### config.mk
export PLATFORM = sky130hd
export DESIGN_NAME = pmt_timer_top
export DESIGN_NICKNAME = d
export VERILOG_FILES = /design/src/rtl/pmt_pkg.sv /design/src/rtl/pmt_scale_if.sv /design/src/rtl/pmt_prescaler.sv /design/src/rtl/pmt_postscaler.sv /design/src/rtl/pmt_timer_top.sv
export VERILOG_INCLUDE_DIRS = /design/src /design/src/rtl
export SDC_FILE = /design/constraint.sdc
export NUM_CORES = 1
export LEC_CHECK = 0
export BUFFER_PORTS_ARGS = -buffer_cell sky130_fd_sc_hd__buf_2
export CORE_UTILIZATION = 25
export CTS_CLUSTER_DIAMETER = 120
export CTS_CLUSTER_SIZE = 28
export DETAILED_ROUTE_END_ITERATION = 7
export MAX_ROUTING_LAYER = met4
export SKIP_LAST_GASP = 1
export SYNTH_ARGS = -nofsm -noshare
export SYNTH_HDL_FRONTEND = slang
export SYNTH_SLANG_ARGS = --single-unit
### constraint.sdc
create_clock -name mclk -period 2.9 [get_ports mclk]
set_clock_uncertainty 0.1 [all_clocks]
set_input_delay 0.29 -clock mclk [delete_from_list [all_inputs] [get_ports mclk]]
set_output_delay 0.29 -clock mclk [all_outputs]
set_load 0.02 [all_outputs]
### src/rtl/pmt_regs.svh
`ifndef PMT_REGS_SVH
`define PMT_REGS_SVH

// Contract
// - Count up, wrap after period, pulse match.
// - Period resets to FFh, software reads/writes.
// - Count resets to zero, software reads/writes.
// - Prescale 1, 4 or 16 of instruction clock.
// - Postscale ratio is field value plus one.
// - Postscaler completion sets the match flag.
// - Count or control write clears both scalers.
// - Control write leaves the count unchanged.
// - Timer runs only while the on bit is set.
// - Match pulse drives the serial shift clock.
// - Count and match feed the PWM time base.

// -----------------------------------------------------------------------
// Register indices (byte address is four times the index)
// -----------------------------------------------------------------------
`define PMT_IDX_INT_CTL    8'h0b
`define PMT_IDX_FLAGS      8'h0c
`define PMT_IDX_FLAG_CLR   8'h0d
`define PMT_IDX_COUNT      8'h11
`define PMT_IDX_CONTROL    8'h12
`define PMT_IDX_ENABLES    8'h8c
`define PMT_IDX_PERIOD     8'h92

// -----------------------------------------------------------------------
// Bus geometry
// -----------------------------------------------------------------------
`define PMT_ADR_W          10
`define PMT_IDX_LSB        2

// -----------------------------------------------------------------------
// Reset values and masks
// -----------------------------------------------------------------------
`define PMT_RST_ZERO       8'h00
`define PMT_RST_PERIOD     8'hff
`define PMT_CTL_MASK       8'h7f
`define PMT_FLAG_MASK      8'h02

// -----------------------------------------------------------------------
// Field positions
// -----------------------------------------------------------------------
`define PMT_CTL_PRE_LO     0
`define PMT_CTL_PRE_HI     1
`define PMT_CTL_ON         2
`define PMT_CTL_POST_LO    3
`define PMT_CTL_POST_HI    6
`define PMT_FLAG_MATCH     1

// -----------------------------------------------------------------------
// Timing counts
// -----------------------------------------------------------------------
`define PMT_INSTR_DIV      4
`define PMT_PRE_LIM_1      4'h0
`define PMT_PRE_LIM_4      4'h3
`define PMT_PRE_LIM_16     4'hf

`endif

### src/rtl/pmt_pkg.sv
// -----------------------------------------------------------------------
// Shared types of the period match timer
// -----------------------------------------------------------------------
package pmt_pkg;

   // Handshake state of the register bus slave.
   typedef enum logic {
      PMT_BUS_IDLE,
      PMT_BUS_ACK
   } pmt_bus_state_t;

   // One register byte.
   typedef logic [7:0] pmt_byte_t;

endpackage : pmt_pkg

### src/rtl/pmt_scale_if.sv
`timescale 1ns/100ps
// -----------------------------------------------------------------------
// Links between the timer core and its two scalers
// -----------------------------------------------------------------------
interface pmt_scale_if;
   logic       clear;           // Clears both scaler counters.
   logic       run;             // Timer on bit.
   logic [1:0] prescaleSelect;  // Prescale ratio select.
   logic       prescaleTick;    // One pulse per prescaled tick.
   logic       matchPulse;      // Period match, before postscale.
   logic [3:0] postscaleSelect; // Postscale ratio minus one.
   logic       postscaleDone;   // One pulse per completed postscale.

   modport ctrl (output clear, run, prescaleSelect, matchPulse,
                 output postscaleSelect,
                 input  prescaleTick, postscaleDone);
   modport pre  (input  clear, run, prescaleSelect,
                 output prescaleTick);
   modport post (input  clear, run, matchPulse, postscaleSelect,
                 output postscaleDone);
endinterface : pmt_scale_if

### src/rtl/pmt_prescaler.sv
`timescale 1ns/100ps
`include "pmt_regs.svh"
// -----------------------------------------------------------------------
// Instruction clock divider and selectable prescaler
// -----------------------------------------------------------------------
module pmt_prescaler #(
   parameter int INSTR_DIV = `PMT_INSTR_DIV
) (
   // Clock and reset.
   input wire logic mclk,
   input wire logic resetn,
   // Scaler link.
   pmt_scale_if.pre scale
);
   localparam int IW = (INSTR_DIV > 1) ? $clog2(INSTR_DIV) : 1;

   generate
      if (INSTR_DIV < 2) begin : badDiv
         $error("pmt_prescaler: INSTR_DIV must be at least 2");
      end
   endgenerate

   logic [IW-1:0] instrCnt_q;  // Oscillator phase within one cycle.
   logic [3:0]    preCnt_q;    // Prescaler count.
   logic [3:0]    preLimit;    // Last count of the selected ratio.
   logic          instrTick;   // Once per instruction cycle.
   logic          tick_q;      // Registered prescaled tick.

   assign instrTick          = (instrCnt_q == IW'(INSTR_DIV - 1));
   assign scale.prescaleTick = tick_q;

   // The instruction clock is free running; only the prescaler stops.
   always_ff @(posedge mclk or negedge resetn) begin
      if (!resetn) begin
         instrCnt_q <= '0;
      end else if (instrTick) begin
         instrCnt_q <= '0;
      end else begin
         instrCnt_q <= instrCnt_q + 1'b1;
      end
   end

   // Ratio decode; both codes with the high bit set mean sixteen.
   always_comb begin
      case (scale.prescaleSelect)
         2'h0:    preLimit = `PMT_PRE_LIM_1;
         2'h1:    preLimit = `PMT_PRE_LIM_4;
         default: preLimit = `PMT_PRE_LIM_16;
      endcase
   end

   // Clear beats everything; a switched off timer keeps its count.
   always_ff @(posedge mclk or negedge resetn) begin
      if (!resetn) begin
         preCnt_q <= 4'h0;
         tick_q   <= 1'b0;
      end else if (scale.clear) begin
         preCnt_q <= 4'h0;
         tick_q   <= 1'b0;
      end else if (scale.run && instrTick) begin
         tick_q   <= (preCnt_q >= preLimit);
         preCnt_q <= (preCnt_q >= preLimit) ? 4'h0 : preCnt_q + 4'h1;
      end else begin
         tick_q   <= 1'b0;
      end
   end

   prescaler_clear_a: assert property (
      @(posedge mclk) disable iff (!resetn)
      scale.clear |=> (preCnt_q == 4'h0) && !tick_q)
      else $error("prescaler not cleared");

   prescaler_hold_a: assert property (
      @(posedge mclk) disable iff (!resetn)
      !scale.run && !scale.clear |=> $stable(preCnt_q))
      else $error("prescaler moved while off");

endmodule : pmt_prescaler

### src/rtl/pmt_postscaler.sv
`timescale 1ns/100ps
`include "pmt_regs.svh"
// -----------------------------------------------------------------------
// Match postscaler
// -----------------------------------------------------------------------
module pmt_postscaler (
   // Clock and reset.
   input wire logic mclk,
   input wire logic resetn,
   // Scaler link.
   pmt_scale_if.post scale
);
   logic [3:0] postCnt_q; // Matches seen in this round.
   logic       done_q;    // Registered completion pulse.

   assign scale.postscaleDone = done_q;

   // Matches only arrive while running, so the count freezes when off.
   always_ff @(posedge mclk or negedge resetn) begin
      if (!resetn) begin
         postCnt_q <= 4'h0;
         done_q    <= 1'b0;
      end else if (scale.clear) begin
         postCnt_q <= 4'h0;
         done_q    <= 1'b0;
      end else if (scale.matchPulse && scale.run) begin
         done_q    <= (postCnt_q >= scale.postscaleSelect);
         postCnt_q <= (postCnt_q >= scale.postscaleSelect) ? 4'h0
                      : postCnt_q + 4'h1;
      end else begin
         done_q    <= 1'b0;
      end
   end

   postscale_ratio_a: assert property (
      @(posedge mclk) disable iff (!resetn)
      done_q |-> $past(postCnt_q) == $past(scale.postscaleSelect))
      else $error("postscale fired at wrong count");

endmodule : pmt_postscaler

### src/rtl/pmt_timer_top.sv
// The Wishbone interface to the registers is this design's own decision.
`timescale 1ns/100ps
`include "pmt_regs.svh"
// -----------------------------------------------------------------------
// Period match timer with Wishbone register slave
// -----------------------------------------------------------------------
module pmt_timer_top #(
   parameter int ADR_W = `PMT_ADR_W
) (
   // Clock and reset.
   input  wire logic             mclk,
   input  wire logic             resetn,
   // Wishbone classic slave.
   input  wire logic             wb_cyc_i,
   input  wire logic             wb_stb_i,
   input  wire logic             wb_we_i,
   input  wire logic [ADR_W-1:0] wb_adr_i,
   input  wire logic [3:0]       wb_sel_i,
   input  wire logic [31:0]      wb_dat_i,
   output      logic [31:0]      wb_dat_o,
   output      logic             wb_ack_o,
   // Interrupt.
   output      logic             irq,
   // Serial port shift clock source.
   output      logic             shiftClkSrc,
   // PWM time base.
   output      logic [7:0]       pwmCount,
   output      logic             pwmMatch
);

   // -------------------------------------------------------------------
   // Parameter checks
   // -------------------------------------------------------------------
   // The highest register index needs ten byte address bits.
   generate
      if (ADR_W < `PMT_ADR_W) begin : badAdr
         $error("pmt_timer_top: ADR_W too narrow for the register map");
      end
   endgenerate

   // -------------------------------------------------------------------
   // Declarations
   // -------------------------------------------------------------------
   pmt_pkg::pmt_bus_state_t busState_q;  // Slave handshake state.
   logic                    ack_q;       // Registered acknowledge.
   logic [31:0]             datO_q;      // Registered read data.
   logic                    busReq;      // New request this cycle.
   logic                    busWrite;    // Low byte write this cycle.
   logic [7:0]              regIdx;      // Register index of request.
   pmt_pkg::pmt_byte_t      wrByte;      // Low write data byte.
   pmt_pkg::pmt_byte_t      rdByte;      // Read mux output.

   pmt_pkg::pmt_byte_t      count_q;     // Timer count.
   pmt_pkg::pmt_byte_t      period_q;    // Period value.
   pmt_pkg::pmt_byte_t      control_q;   // Timer control.
   pmt_pkg::pmt_byte_t      intCtl_q;    // Interrupt control storage.
   pmt_pkg::pmt_byte_t      flags_q;     // Sticky peripheral flags.
   pmt_pkg::pmt_byte_t      enables_q;   // Peripheral interrupt enables.
   logic                    match_q;     // Period match pulse.
   logic                    irq_q;       // Registered interrupt line.

   logic                    wrCount;     // Software writes the count.
   logic                    wrControl;   // Software writes the control.
   logic                    wrPeriod;    // Software writes the period.
   logic                    wrFlagClr;   // Software clears flags.
   logic                    timerOn;     // Timer on bit.
   logic                    stepTick;    // Count advances this cycle.
   logic                    atPeriod;    // Count equals the period.
   pmt_pkg::pmt_byte_t      flagSet;     // Hardware flag events.
   pmt_pkg::pmt_byte_t      flagClr;     // Software flag clears.

   pmt_scale_if scale ();                // Link to the scalers.

   // -------------------------------------------------------------------
   // Bus decode
   // -------------------------------------------------------------------
   // A request is taken once, in the cycle before ack rises; the
   // held request during the ack cycle is not taken a second time.
   assign busReq   = wb_cyc_i && wb_stb_i && !ack_q;
   assign busWrite = busReq && wb_we_i && wb_sel_i[0];
   assign regIdx   = wb_adr_i[`PMT_IDX_LSB +: 8];
   assign wrByte   = wb_dat_i[7:0];

   assign wrCount   = busWrite && (regIdx == `PMT_IDX_COUNT);
   assign wrControl = busWrite && (regIdx == `PMT_IDX_CONTROL);
   assign wrPeriod  = busWrite && (regIdx == `PMT_IDX_PERIOD);
   assign wrFlagClr = busWrite && (regIdx == `PMT_IDX_FLAG_CLR);

   // Read mux; unmapped and write only indices read as zero.
   always_comb begin
      case (regIdx)
         `PMT_IDX_INT_CTL: rdByte = intCtl_q;
         `PMT_IDX_FLAGS:   rdByte = flags_q;
         `PMT_IDX_COUNT:   rdByte = count_q;
         `PMT_IDX_CONTROL: rdByte = control_q;
         `PMT_IDX_ENABLES: rdByte = enables_q;
         `PMT_IDX_PERIOD:  rdByte = period_q;
         default:          rdByte = `PMT_RST_ZERO;
      endcase
   end

   // -------------------------------------------------------------------
   // Bus handshake
   // -------------------------------------------------------------------
   // Ack follows one cycle after a request and drops the cycle after.
   // Every address is answered so a stray access cannot hang the bus.
   always_ff @(posedge mclk or negedge resetn) begin
      if (!resetn) begin
         busState_q <= pmt_pkg::PMT_BUS_IDLE;
         ack_q      <= 1'b0;
      end else begin
         case (busState_q)
            pmt_pkg::PMT_BUS_IDLE: begin
               if (busReq) begin
                  busState_q <= pmt_pkg::PMT_BUS_ACK;
                  ack_q      <= 1'b1;
               end
            end
            pmt_pkg::PMT_BUS_ACK: begin
               busState_q <= pmt_pkg::PMT_BUS_IDLE;
               ack_q      <= 1'b0;
            end
            default: begin
               busState_q <= pmt_pkg::PMT_BUS_IDLE;
               ack_q      <= 1'b0;
            end
         endcase
      end
   end

   // Read data is captured with the request and held with ack.
   always_ff @(posedge mclk or negedge resetn) begin
      if (!resetn) begin
         datO_q <= 32'h0000_0000;
      end else if (busReq && !wb_we_i) begin
         datO_q <= {24'h00_0000, rdByte};
      end
   end

   assign wb_ack_o = ack_q;
   assign wb_dat_o = datO_q;

   // -------------------------------------------------------------------
   // Configuration registers
   // -------------------------------------------------------------------
   // Period register; software may change it while the timer runs.
   always_ff @(posedge mclk or negedge resetn) begin
      if (!resetn) begin
         period_q <= `PMT_RST_PERIOD;
      end else if (wrPeriod) begin
         period_q <= wrByte;
      end
   end

   // Control register; bit 7 is not stored and reads as zero.
   always_ff @(posedge mclk or negedge resetn) begin
      if (!resetn) begin
         control_q <= `PMT_RST_ZERO;
      end else if (wrControl) begin
         control_q <= wrByte & `PMT_CTL_MASK;
      end
   end

   // Interrupt control is kept as plain storage; the global gating
   // that it configures lives outside this block.
   always_ff @(posedge mclk or negedge resetn) begin
      if (!resetn) begin
         intCtl_q <= `PMT_RST_ZERO;
      end else if (busWrite && (regIdx == `PMT_IDX_INT_CTL)) begin
         intCtl_q <= wrByte;
      end
   end

   // Interrupt enables.
   always_ff @(posedge mclk or negedge resetn) begin
      if (!resetn) begin
         enables_q <= `PMT_RST_ZERO;
      end else if (busWrite && (regIdx == `PMT_IDX_ENABLES)) begin
         enables_q <= wrByte;
      end
   end

   // -------------------------------------------------------------------
   // Scaler link
   // -------------------------------------------------------------------
   assign timerOn               = control_q[`PMT_CTL_ON];
   assign scale.clear           = wrCount || wrControl;
   assign scale.run             = timerOn;
   assign scale.prescaleSelect  =
      control_q[`PMT_CTL_PRE_HI:`PMT_CTL_PRE_LO];
   assign scale.postscaleSelect =
      control_q[`PMT_CTL_POST_HI:`PMT_CTL_POST_LO];
   assign scale.matchPulse      = match_q;

   pmt_prescaler #(
      .INSTR_DIV (`PMT_INSTR_DIV)
   ) uPrescaler (
      .mclk   (mclk),
      .resetn (resetn),
      .scale  (scale)
   );

   pmt_postscaler uPostscaler (
      .mclk   (mclk),
      .resetn (resetn),
      .scale  (scale)
   );

   // -------------------------------------------------------------------
   // Timer count
   // -------------------------------------------------------------------
   // A tick left over from the cycle the timer was switched off is
   // masked here, so no tick moves the count while off.
   // A control write restarts the prescaler, so a tick that lands in
   // the same cycle is dropped with it and the count stays put.
   assign stepTick = scale.prescaleTick && timerOn && !wrControl;
   assign atPeriod = (count_q == period_q);

   // A software write wins over a tick in the same cycle. The control
   // write path does not touch the count at all.
   always_ff @(posedge mclk or negedge resetn) begin
      if (!resetn) begin
         count_q <= `PMT_RST_ZERO;
      end else if (wrCount) begin
         count_q <= wrByte;
      end else if (stepTick) begin
         if (atPeriod) begin
            count_q <= `PMT_RST_ZERO;
         end else begin
            count_q <= count_q + 8'h01;
         end
      end
   end

   // Match pulse on the wrapping tick; a period of zero matches on
   // every tick.
   always_ff @(posedge mclk or negedge resetn) begin
      if (!resetn) begin
         match_q <= 1'b0;
      end else begin
         match_q <= stepTick && atPeriod && !wrCount;
      end
   end

   assign shiftClkSrc = match_q;
   assign pwmMatch    = match_q;
   assign pwmCount    = count_q;

   // -------------------------------------------------------------------
   // Flags and interrupt
   // -------------------------------------------------------------------
   assign flagSet = {6'h00, scale.postscaleDone, 1'b0};
   assign flagClr = wrFlagClr ? wrByte : `PMT_RST_ZERO;

   // Set wins over a clear in the same cycle, so no event is lost.
   always_ff @(posedge mclk or negedge resetn) begin
      if (!resetn) begin
         flags_q <= `PMT_RST_ZERO;
      end else begin
         flags_q <= ((flags_q & ~flagClr) | flagSet) & `PMT_FLAG_MASK;
      end
   end

   // Level interrupt, one cycle behind the flags.
   always_ff @(posedge mclk or negedge resetn) begin
      if (!resetn) begin
         irq_q <= 1'b0;
      end else begin
         irq_q <= |(flags_q & enables_q);
      end
   end

   assign irq = irq_q;

   // -------------------------------------------------------------------
   // Checks
   // -------------------------------------------------------------------
   count_wrap_a: assert property (
      @(posedge mclk) disable iff (!resetn)
      stepTick && atPeriod && !wrCount
      |=> (count_q == 8'h00) && match_q)
      else $error("count did not wrap with a match pulse");

   count_step_a: assert property (
      @(posedge mclk) disable iff (!resetn)
      stepTick && !atPeriod && !wrCount
      |=> (count_q == $past(count_q) + 8'h01) && !match_q)
      else $error("count did not step by one");

   period_write_a: assert property (
      @(posedge mclk) disable iff (!resetn)
      wrPeriod |=> period_q == $past(wrByte))
      else $error("period write lost");

   count_write_a: assert property (
      @(posedge mclk) disable iff (!resetn)
      wrCount |=> (count_q == $past(wrByte)) ##1 (count_q == $past(count_q)
      || !timerOn || scale.prescaleTick || $past(wrCount)))
      else $error("count write lost");

   count_keep_a: assert property (
      @(posedge mclk) disable iff (!resetn)
      wrControl |=> $stable(count_q))
      else $error("control write changed the count");

   timer_off_a: assert property (
      @(posedge mclk) disable iff (!resetn)
      !timerOn && !wrCount |=> $stable(count_q) && !match_q)
      else $error("count moved while off");

   shift_src_a: assert property (
      @(posedge mclk) disable iff (!resetn)
      shiftClkSrc |-> (count_q == 8'h00) && pwmMatch)
      else $error("shift clock source without wrap");

   flag_set_a: assert property (
      @(posedge mclk) disable iff (!resetn)
      scale.postscaleDone |=> flags_q[`PMT_FLAG_MATCH] ##1 1'b1)
      else $error("match flag not set");

   irq_level_a: assert property (@(posedge mclk) disable iff (!resetn)
      flags_q[`PMT_FLAG_MATCH] && enables_q[`PMT_FLAG_MATCH] |=> irq_q)
      else $error("interrupt not raised");

   // The line must fall again once no enabled flag is left.
   irq_drop_a: assert property (@(posedge mclk) disable iff (!resetn)
      !(|(flags_q & enables_q)) |=> !irq_q)
      else $error("interrupt raised without an enabled flag");

   // The flag is sticky: only a software clear may take it away.
   flag_sticky_a: assert property (
      @(posedge mclk) disable iff (!resetn)
      flags_q[`PMT_FLAG_MATCH] && !wrFlagClr |=> flags_q[`PMT_FLAG_MATCH])
      else $error("match flag dropped without a clear");

   // A clear with no event in the same cycle empties the flag.
   flag_clear_a: assert property (
      @(posedge mclk) disable iff (!resetn)
      wrFlagClr && wrByte[`PMT_FLAG_MATCH] && !scale.postscaleDone
      |=> !flags_q[`PMT_FLAG_MATCH])
      else $error("match flag clear lost");

   // Every taken request gets exactly one cycle of acknowledge.
   ack_pulse_a: assert property (@(posedge mclk) disable iff (!resetn)
      busReq |=> ack_q ##1 !ack_q)
      else $error("acknowledge not a single pulse");

endmodule : pmt_timer_top

### After elaboration in Yosys (flattened, before gate mapping)

Index checks and enable logic that the tools add are counted.

* order comparisons: 2
* reductions and logical operators: 27
* bitwise gates (word level): 5
* shift-type cells: 0
* $add $sub $neg: 4
* multiply operators: 0
* divide/modulo/power cells: 0
* equality and inequality tests: 11
* multiplexer cells: 21

Operators with widths (number)
* one-hot mux 8 bit (6 select lines): 1
* == test 8 x 4 -> 1 bit, second input constant: 3
* 2-to-1 mux 4 bit: 6
* 2-to-1 mux 8 bit: 3
* logical AND 1 bit: 17
* == test 8 x 5 -> 1 bit, second input constant: 2
* == test 8 bit, second input constant: 2
* adder 4 x 1 -> 4 bit, second input constant: 2
* adder 8 x 1 -> 8 bit, second input constant: 1
* bitwise AND 2 x 8 -> 8 bit: 1
* == test 8 bit: 1
* >= comparator 4 bit: 2
* one-hot mux 4 bit (2 select lines): 1
* OR reduction 8 bit: 1
* 2-to-1 mux 1 bit: 6
* nonzero test 2 bit: 3
* logical NOT 1 bit: 4
* 2-to-1 mux 2 bit: 2
* one-hot mux 1 bit (2 select lines): 2
* adder 2 x 1 -> 2 bit, second input constant: 1
* bitwise AND 2 bit: 1
* == test 2 x 1 -> 1 bit, second input constant: 1
* == test 2 bit, second input constant: 1
* logical NOT 2 bit: 1
* 5 further kinds: 5

* bits in latches: 0
* memories: 0
* flip-flop bits (word level): 64
* bits in read-only memories: 0
* RAM bits: 0

### Logic depth before layout (Yosys ltp)

* depth in word-level cells: 9
* depth in mapped cells: 8

### By module

Synthesis repeated with hierarchy kept, for this count alone.

* cells, all modules: 333
* area total of the unflattened synthesis: 3554.7 sq um

Modules (own cells, without submodules)
* pmt_timer_top: area each 2810.2 sq um, sequential area each 1311.3 sq um, cells an instance 255, instances 1
* pmt_prescaler: area each 405.4 sq um, sequential area each 175.2 sq um, cells an instance 42, instances 1
* pmt_postscaler: area each 339.1 sq um, sequential area each 125.1 sq um, cells an instance 36, instances 1

### Least setup slack after synthesis

No wires, ideal clock.

* kind: input -> register
* start point: input port wb_adr_i[2]
* end point: register control_q[2]
* required time: 2.675 ns
* buffers on the path: 1
* setup time: 0.125 ns
* setup slack: 0.665 ns
* arrival time: 2.010 ns
* cell stages on the path: 5
* cell sequence: or4b_4 -> nor4b_4 -> and3_4 -> buf_8 -> mux2_4

* longest elaborated chain between the ends: 2

Ends and longest elaborated chain
* start, declared: RTL line pmt_timer_top.sv:17 `input wire logic [ADR_W-1:0] wb_adr_i,`
* == test 8 x 5 -> 1 bit
* logical AND 1 bit: RTL line pmt_timer_top.sv:85 `` assign wrControl = busWrite && (regIdx == `PMT_IDX_CONTROL); ``
* end signal, assigned: RTL line pmt_timer_top.sv:158 `` control_q <= `PMT_RST_ZERO; ``
* end signal, assigned: RTL line pmt_timer_top.sv:160 `` control_q <= wrByte & `PMT_CTL_MASK; ``
* end, declared: RTL line pmt_timer_top.sv:55 `pmt_pkg::pmt_byte_t control_q;`

No other way between the ends.
A chain may end at the register's enable or synchronous reset.

### Worst setup path after layout

* start point: register ack_q (netlist: wb_ack_o)
* end point: register intCtl_q[6]

* longest elaborated chain between the ends: 5

Ends and longest elaborated chain
* start, declared: RTL line pmt_timer_top.sv:45 `logic ack_q;`
* start signal, assigned: RTL line pmt_timer_top.sv:110 `ack_q <= 1'b0;`
* start signal, assigned: RTL line pmt_timer_top.sv:116 `ack_q <= 1'b1;`
* start signal, assigned: RTL line pmt_timer_top.sv:121 `ack_q <= 1'b0;`
* logical NOT 1 bit: RTL line pmt_timer_top.sv:79 `assign busReq = wb_cyc_i && wb_stb_i && !ack_q;`
* logical AND 1 bit: RTL line pmt_timer_top.sv:79
* logical AND 1 bit (2 in a row): RTL line pmt_timer_top.sv:80 `assign busWrite = busReq && wb_we_i && wb_sel_i[0];`
* logical AND 1 bit: RTL line pmt_timer_top.sv:169 `` end else if (busWrite && (regIdx == `PMT_IDX_INT_CTL)) begin ``
* end signal, assigned: RTL line pmt_timer_top.sv:168 `` intCtl_q <= `PMT_RST_ZERO; ``
* end signal, assigned: RTL line pmt_timer_top.sv:170 `intCtl_q <= wrByte;`
* end, declared: RTL line pmt_timer_top.sv:56 `pmt_pkg::pmt_byte_t intCtl_q;`

No other way between the ends.

==> metrics.md <==
| Metric | Value |
|---|---|
| Pins Over Slew Limit | 0 |
| WP data required | 3.01 ns |
| XOR/XNOR Fraction of Synth Area | approximately 2.9% |
| Largest family of logic cells by synthesized area | simple AND/OR/NAND/NOR gates |
| Vias per std cell | roughly 4.6 |
| Final worst slack | a little over 0.8 ns |
| Area Growth Syn to Fin | 18.58% |
| Crit Path Class | register to register |
| Worst Setup SP | wb_ack_o |
| Final hold violations | 0 |
| Reg clk slew, reported paths | 0.05 ns |
| Worst hold path class | input pin to register |
| Die Area | 0.01497 mm2 |
| Max rail drop VDD | 0.3128 mV |
| Post-Syn Area | about 0.0036 mm2 |
| Share of cells above drive strength 1 | between 30% and 40% |
| CTS Buf Count | 9 |
| Max Fanout on Critical Path | 8 |
| GR Overflow Total | 0 |
| Post-layout min period | around 2.1 ns |
| ANT cells | 0 |
| Hold path start | wb_stb_i |
| Startpoint types | register |
| Reg2reg start | wb_ack_o |
| Hold Path Sink | wb_ack_o |
| Die Width | 122.4 um |
| Synth Flop Type | dfrtp_1 |
| Dpl ws | 0.5987 ns |
| Initial antenna violation count | 0 |
| Number of global-route vias before repair | 2736 |
| CP max stage delay | about 0.45 ns |
| Pre-antenna DRT Iters | 4 |
| Core ar. | about 0.014 mm2 |
| Final GP Congestion | 0.7808 |
| Post-synthesis sequential area ratio | 44.49% |
| Sink Count | between 60 and 70 |
| ANT nets after route | 0 |
| Io pins | 95 |
| Worst slew pin tran | 0.6843 ns |
| Final period util | between 70 and 80% |
| Starting density of the core | 25.89% |
| Reg-to-reg slack, setup | roughly 0.81 ns |
| Asr flop ratio synth | 100.0% |
| Fin Setup TNS | 0 ns |
| Run status | completed |
| Worst hold stages | 3 |
| Post-synthesis mux area share | 10.12% |
| DP HPWL | about 6400 um |
| Cell Rows | 43 |
| RSZ-0062 raised after global routing | false |
| Post-CTS setup buffers | 0 |
| Synth Area in Compound Gates | 12.57% |
| Worst r2r path cells | 5 |
| Clock Path Buffers | 2 |
| EDFF count, synth | 0 |
| Nets | between 400 and 500 |
| Worst skew pair latency | ~0.33 ns |
| Crit. End Element | register |
| Largest net degree at the start of global routing | 31 |
| DR WL/cell | ~14 um |
| Critical path arrival | around 2.2 ns |
| Die Y | ~120 um |
| Adder-cell area share of the yosys netlist | 4.145% |
| Ys Warns | 0 |
| Final setup viols | 0 |
| Post_cts resized | 0 |
| Worst slew margin | between 50% and 60% |
| Simple-Gate Fraction of Synth Area | around 18% |
| First-pass GRT wire length | roughly 14000 um |
| Crit-path cells | nand3b_1 > or2_2 > nor3_2 > buf_4 > mux2_2 |
| Vias | ~2700 |
| #FFs+latches synth | 64 |
| Drt drc | 0 |
| Number of max-cap violations | 0 |
| CTS Hold Bufs | 1 |
| R2R Path End | intCtl_q[6] |
| PwrDens | a little over 500 mW/mm2 |
| P_leak | roughly 2.1 nW |
| Syn Inst Count | between 300 and 400 |
| Root Driver | clkbuf_16 |
| CP max stage cell | or2_2 |
| Initial drt markers | 159 |
| Gr usage total | between 10% and 20% |
| Mapped Avg Cell Area | 10.53 um2 |
| Max Clock Freq | 477.5 MHz |
| Post-Route WL | 8370 um |
| CTS tree | built |
| Post-synth cell types | 59 |
| IO buf count | slightly above 40 |
| # H-tree levels | 3 |
-- worst max-delay path: cells and delay by family, from the launching register on --
kind,cells,cell delay (ns)
and+or+nand+nor,3,0.95
buffers and inverters,1,0.20
muxes,1,0.35
DFF,1,0.38
-- where the power goes --
group | internal, mW | leakage (nW) | switching [mW]
Clock | 0.735 | 0.155 | 0.386
Sequential | 0.903 | 0.810 | 0.00684
Combinational | 0.0350 | 1.16 | 0.0990
-- cell usage after synthesis, types with 3 or more instances --
| master | instances | area share, % |
|---|---|---|
| dfrtp_1 | 56 | 39 |
| nand2_1 | 36 | 3.7 |
| mux2_2 | 28 | 8.7 |
| buf_4 | 25 | 5.2 |
| nor2_1 | 15 | 1.6 |
| a21oi_1 | 13 | 1.8 |
| a22oi_1 | 13 | 2.7 |
| ha_1 | 12 | 4.1 |
| nor3_1 | 11 | 1.5 |
| o21ai_0 | 11 | 1.5 |
| inv_1 | 10 | 1.0 |
| xor2_1 | 10 | 2.4 |
| a22o_1 | 8 | 1.9 |
| dfstp_2 | 8 | 5.8 |
| nand3_1 | 8 | 1.1 |
| a32oi_1 | 6 | 1.5 |
| buf_2 | 5 | 0.69 |
| o21ai_1 | 5 | 0.69 |
| or2_2 | 5 | 0.86 |
| and2_1 | 3 | 0.52 |
| clkbuf_1 | 3 | 0.31 |
| nand4_1 | 3 | 0.52 |
| nor2_2 | 3 | 0.52 |
| nor4_1 | 3 | 0.52 |
-- layout make-up --
type / count / area (um2)
inverters: 10 / 37.54
flip-flops and latches: 64 / 1612
clock buffers: 12 / 266.5
fillers: 1474 / 9693
multi-input cells: 257 / 1813
repair buffers: 52 / 290.3
clock inverters: 4 / 51.30
well taps: 180 / 225.2
-- kinds of logic (layout without fill, tap and decap cells) --
family | after synthesis | count (layout)
buffers and inverters | 46 | 78
muxes | 32 | 32
xor gates and xnor gates | 12 | 12
DFF | 64 | 64
adders and majority gates | 12 | 12
other | 1 | 24
and+or+nand+nor | 111 | 111
AOI/OAI and AO/OA | 66 | 66
-- how the worst max path moves through the flow --
| stage | to | slack, ns | cells past startpoint |
|---|---|---|---|
| after global placement | uPrescaler.preCnt_q[0] | 0.60 | 6 |
| after floorplan | control_q[2] | 0.66 | 5 |
| after CTS | intCtl_q[6] | 0.80 | 5 |
| after detailed placement | uPrescaler.preCnt_q[0] | 0.60 | 6 |
| after global routing | uPrescaler.preCnt_q[2] | 0.60 | 7 |
| final | intCtl_q[6] | 0.81 | 5 |
-- sequential cells by signal, summed over array words and instances (netlist names) --
signal                           cells
uPostscaler.postCnt_q                4
busState_q                           1
uPrescaler.preCnt_q                  4
control_q                            7
flags_q                              1
uPostscaler.scale.postscaleDone      1
uPrescaler.scale.prescaleTick        1
pwmCount                             8
uPrescaler.instrCnt_q                2
enables_q                            8
wb_ack_o                             1
pwmMatch                             1
wb_dat_o                             8
intCtl_q                             8
period_q                             8
irq                                  1
-- per-stage QoR --
stage	power (mW)	hold WS [ns]	cells	area (um2)	utilization, %
after CTS	2.184	0.1134	579	4295	30.71
final	2.164	0.1167	579	4295	30.71
after floorplan	1.021	-0.1056	367	3709	-
after global placement	1.056	0.2630	562	3968	28.36
after global routing	2.238	0.1397	579	4295	30.71
after detailed placement	1.058	0.2697	562	3968	28.36
-- metal layers --
metal | vias to the layer above | track usage (%) | part of all wire [%]
met4 | 0 | 3.659 | 1.0
met1 | 1327 | 16.65 | 47
met3 | 7 | 3.671 | 4.5
met2 | 67 | 19.00 | 47
li1 | 1287 | - | -
met5 | - | - | 0
-- cells in the final DEF (no fill, tap or decap), drive strengths merged, types with 10 or more instances in the layout --
cell    instances
xor2           10
nor2           19
buf            51
inv            10
nand2          37
nor3           13
dfrtp          56
o21ai          16
a21oi          13
conb           24
a22oi          13
clkbuf         12
mux2           31
ha             12
Power figures use the tool's default switching activity.
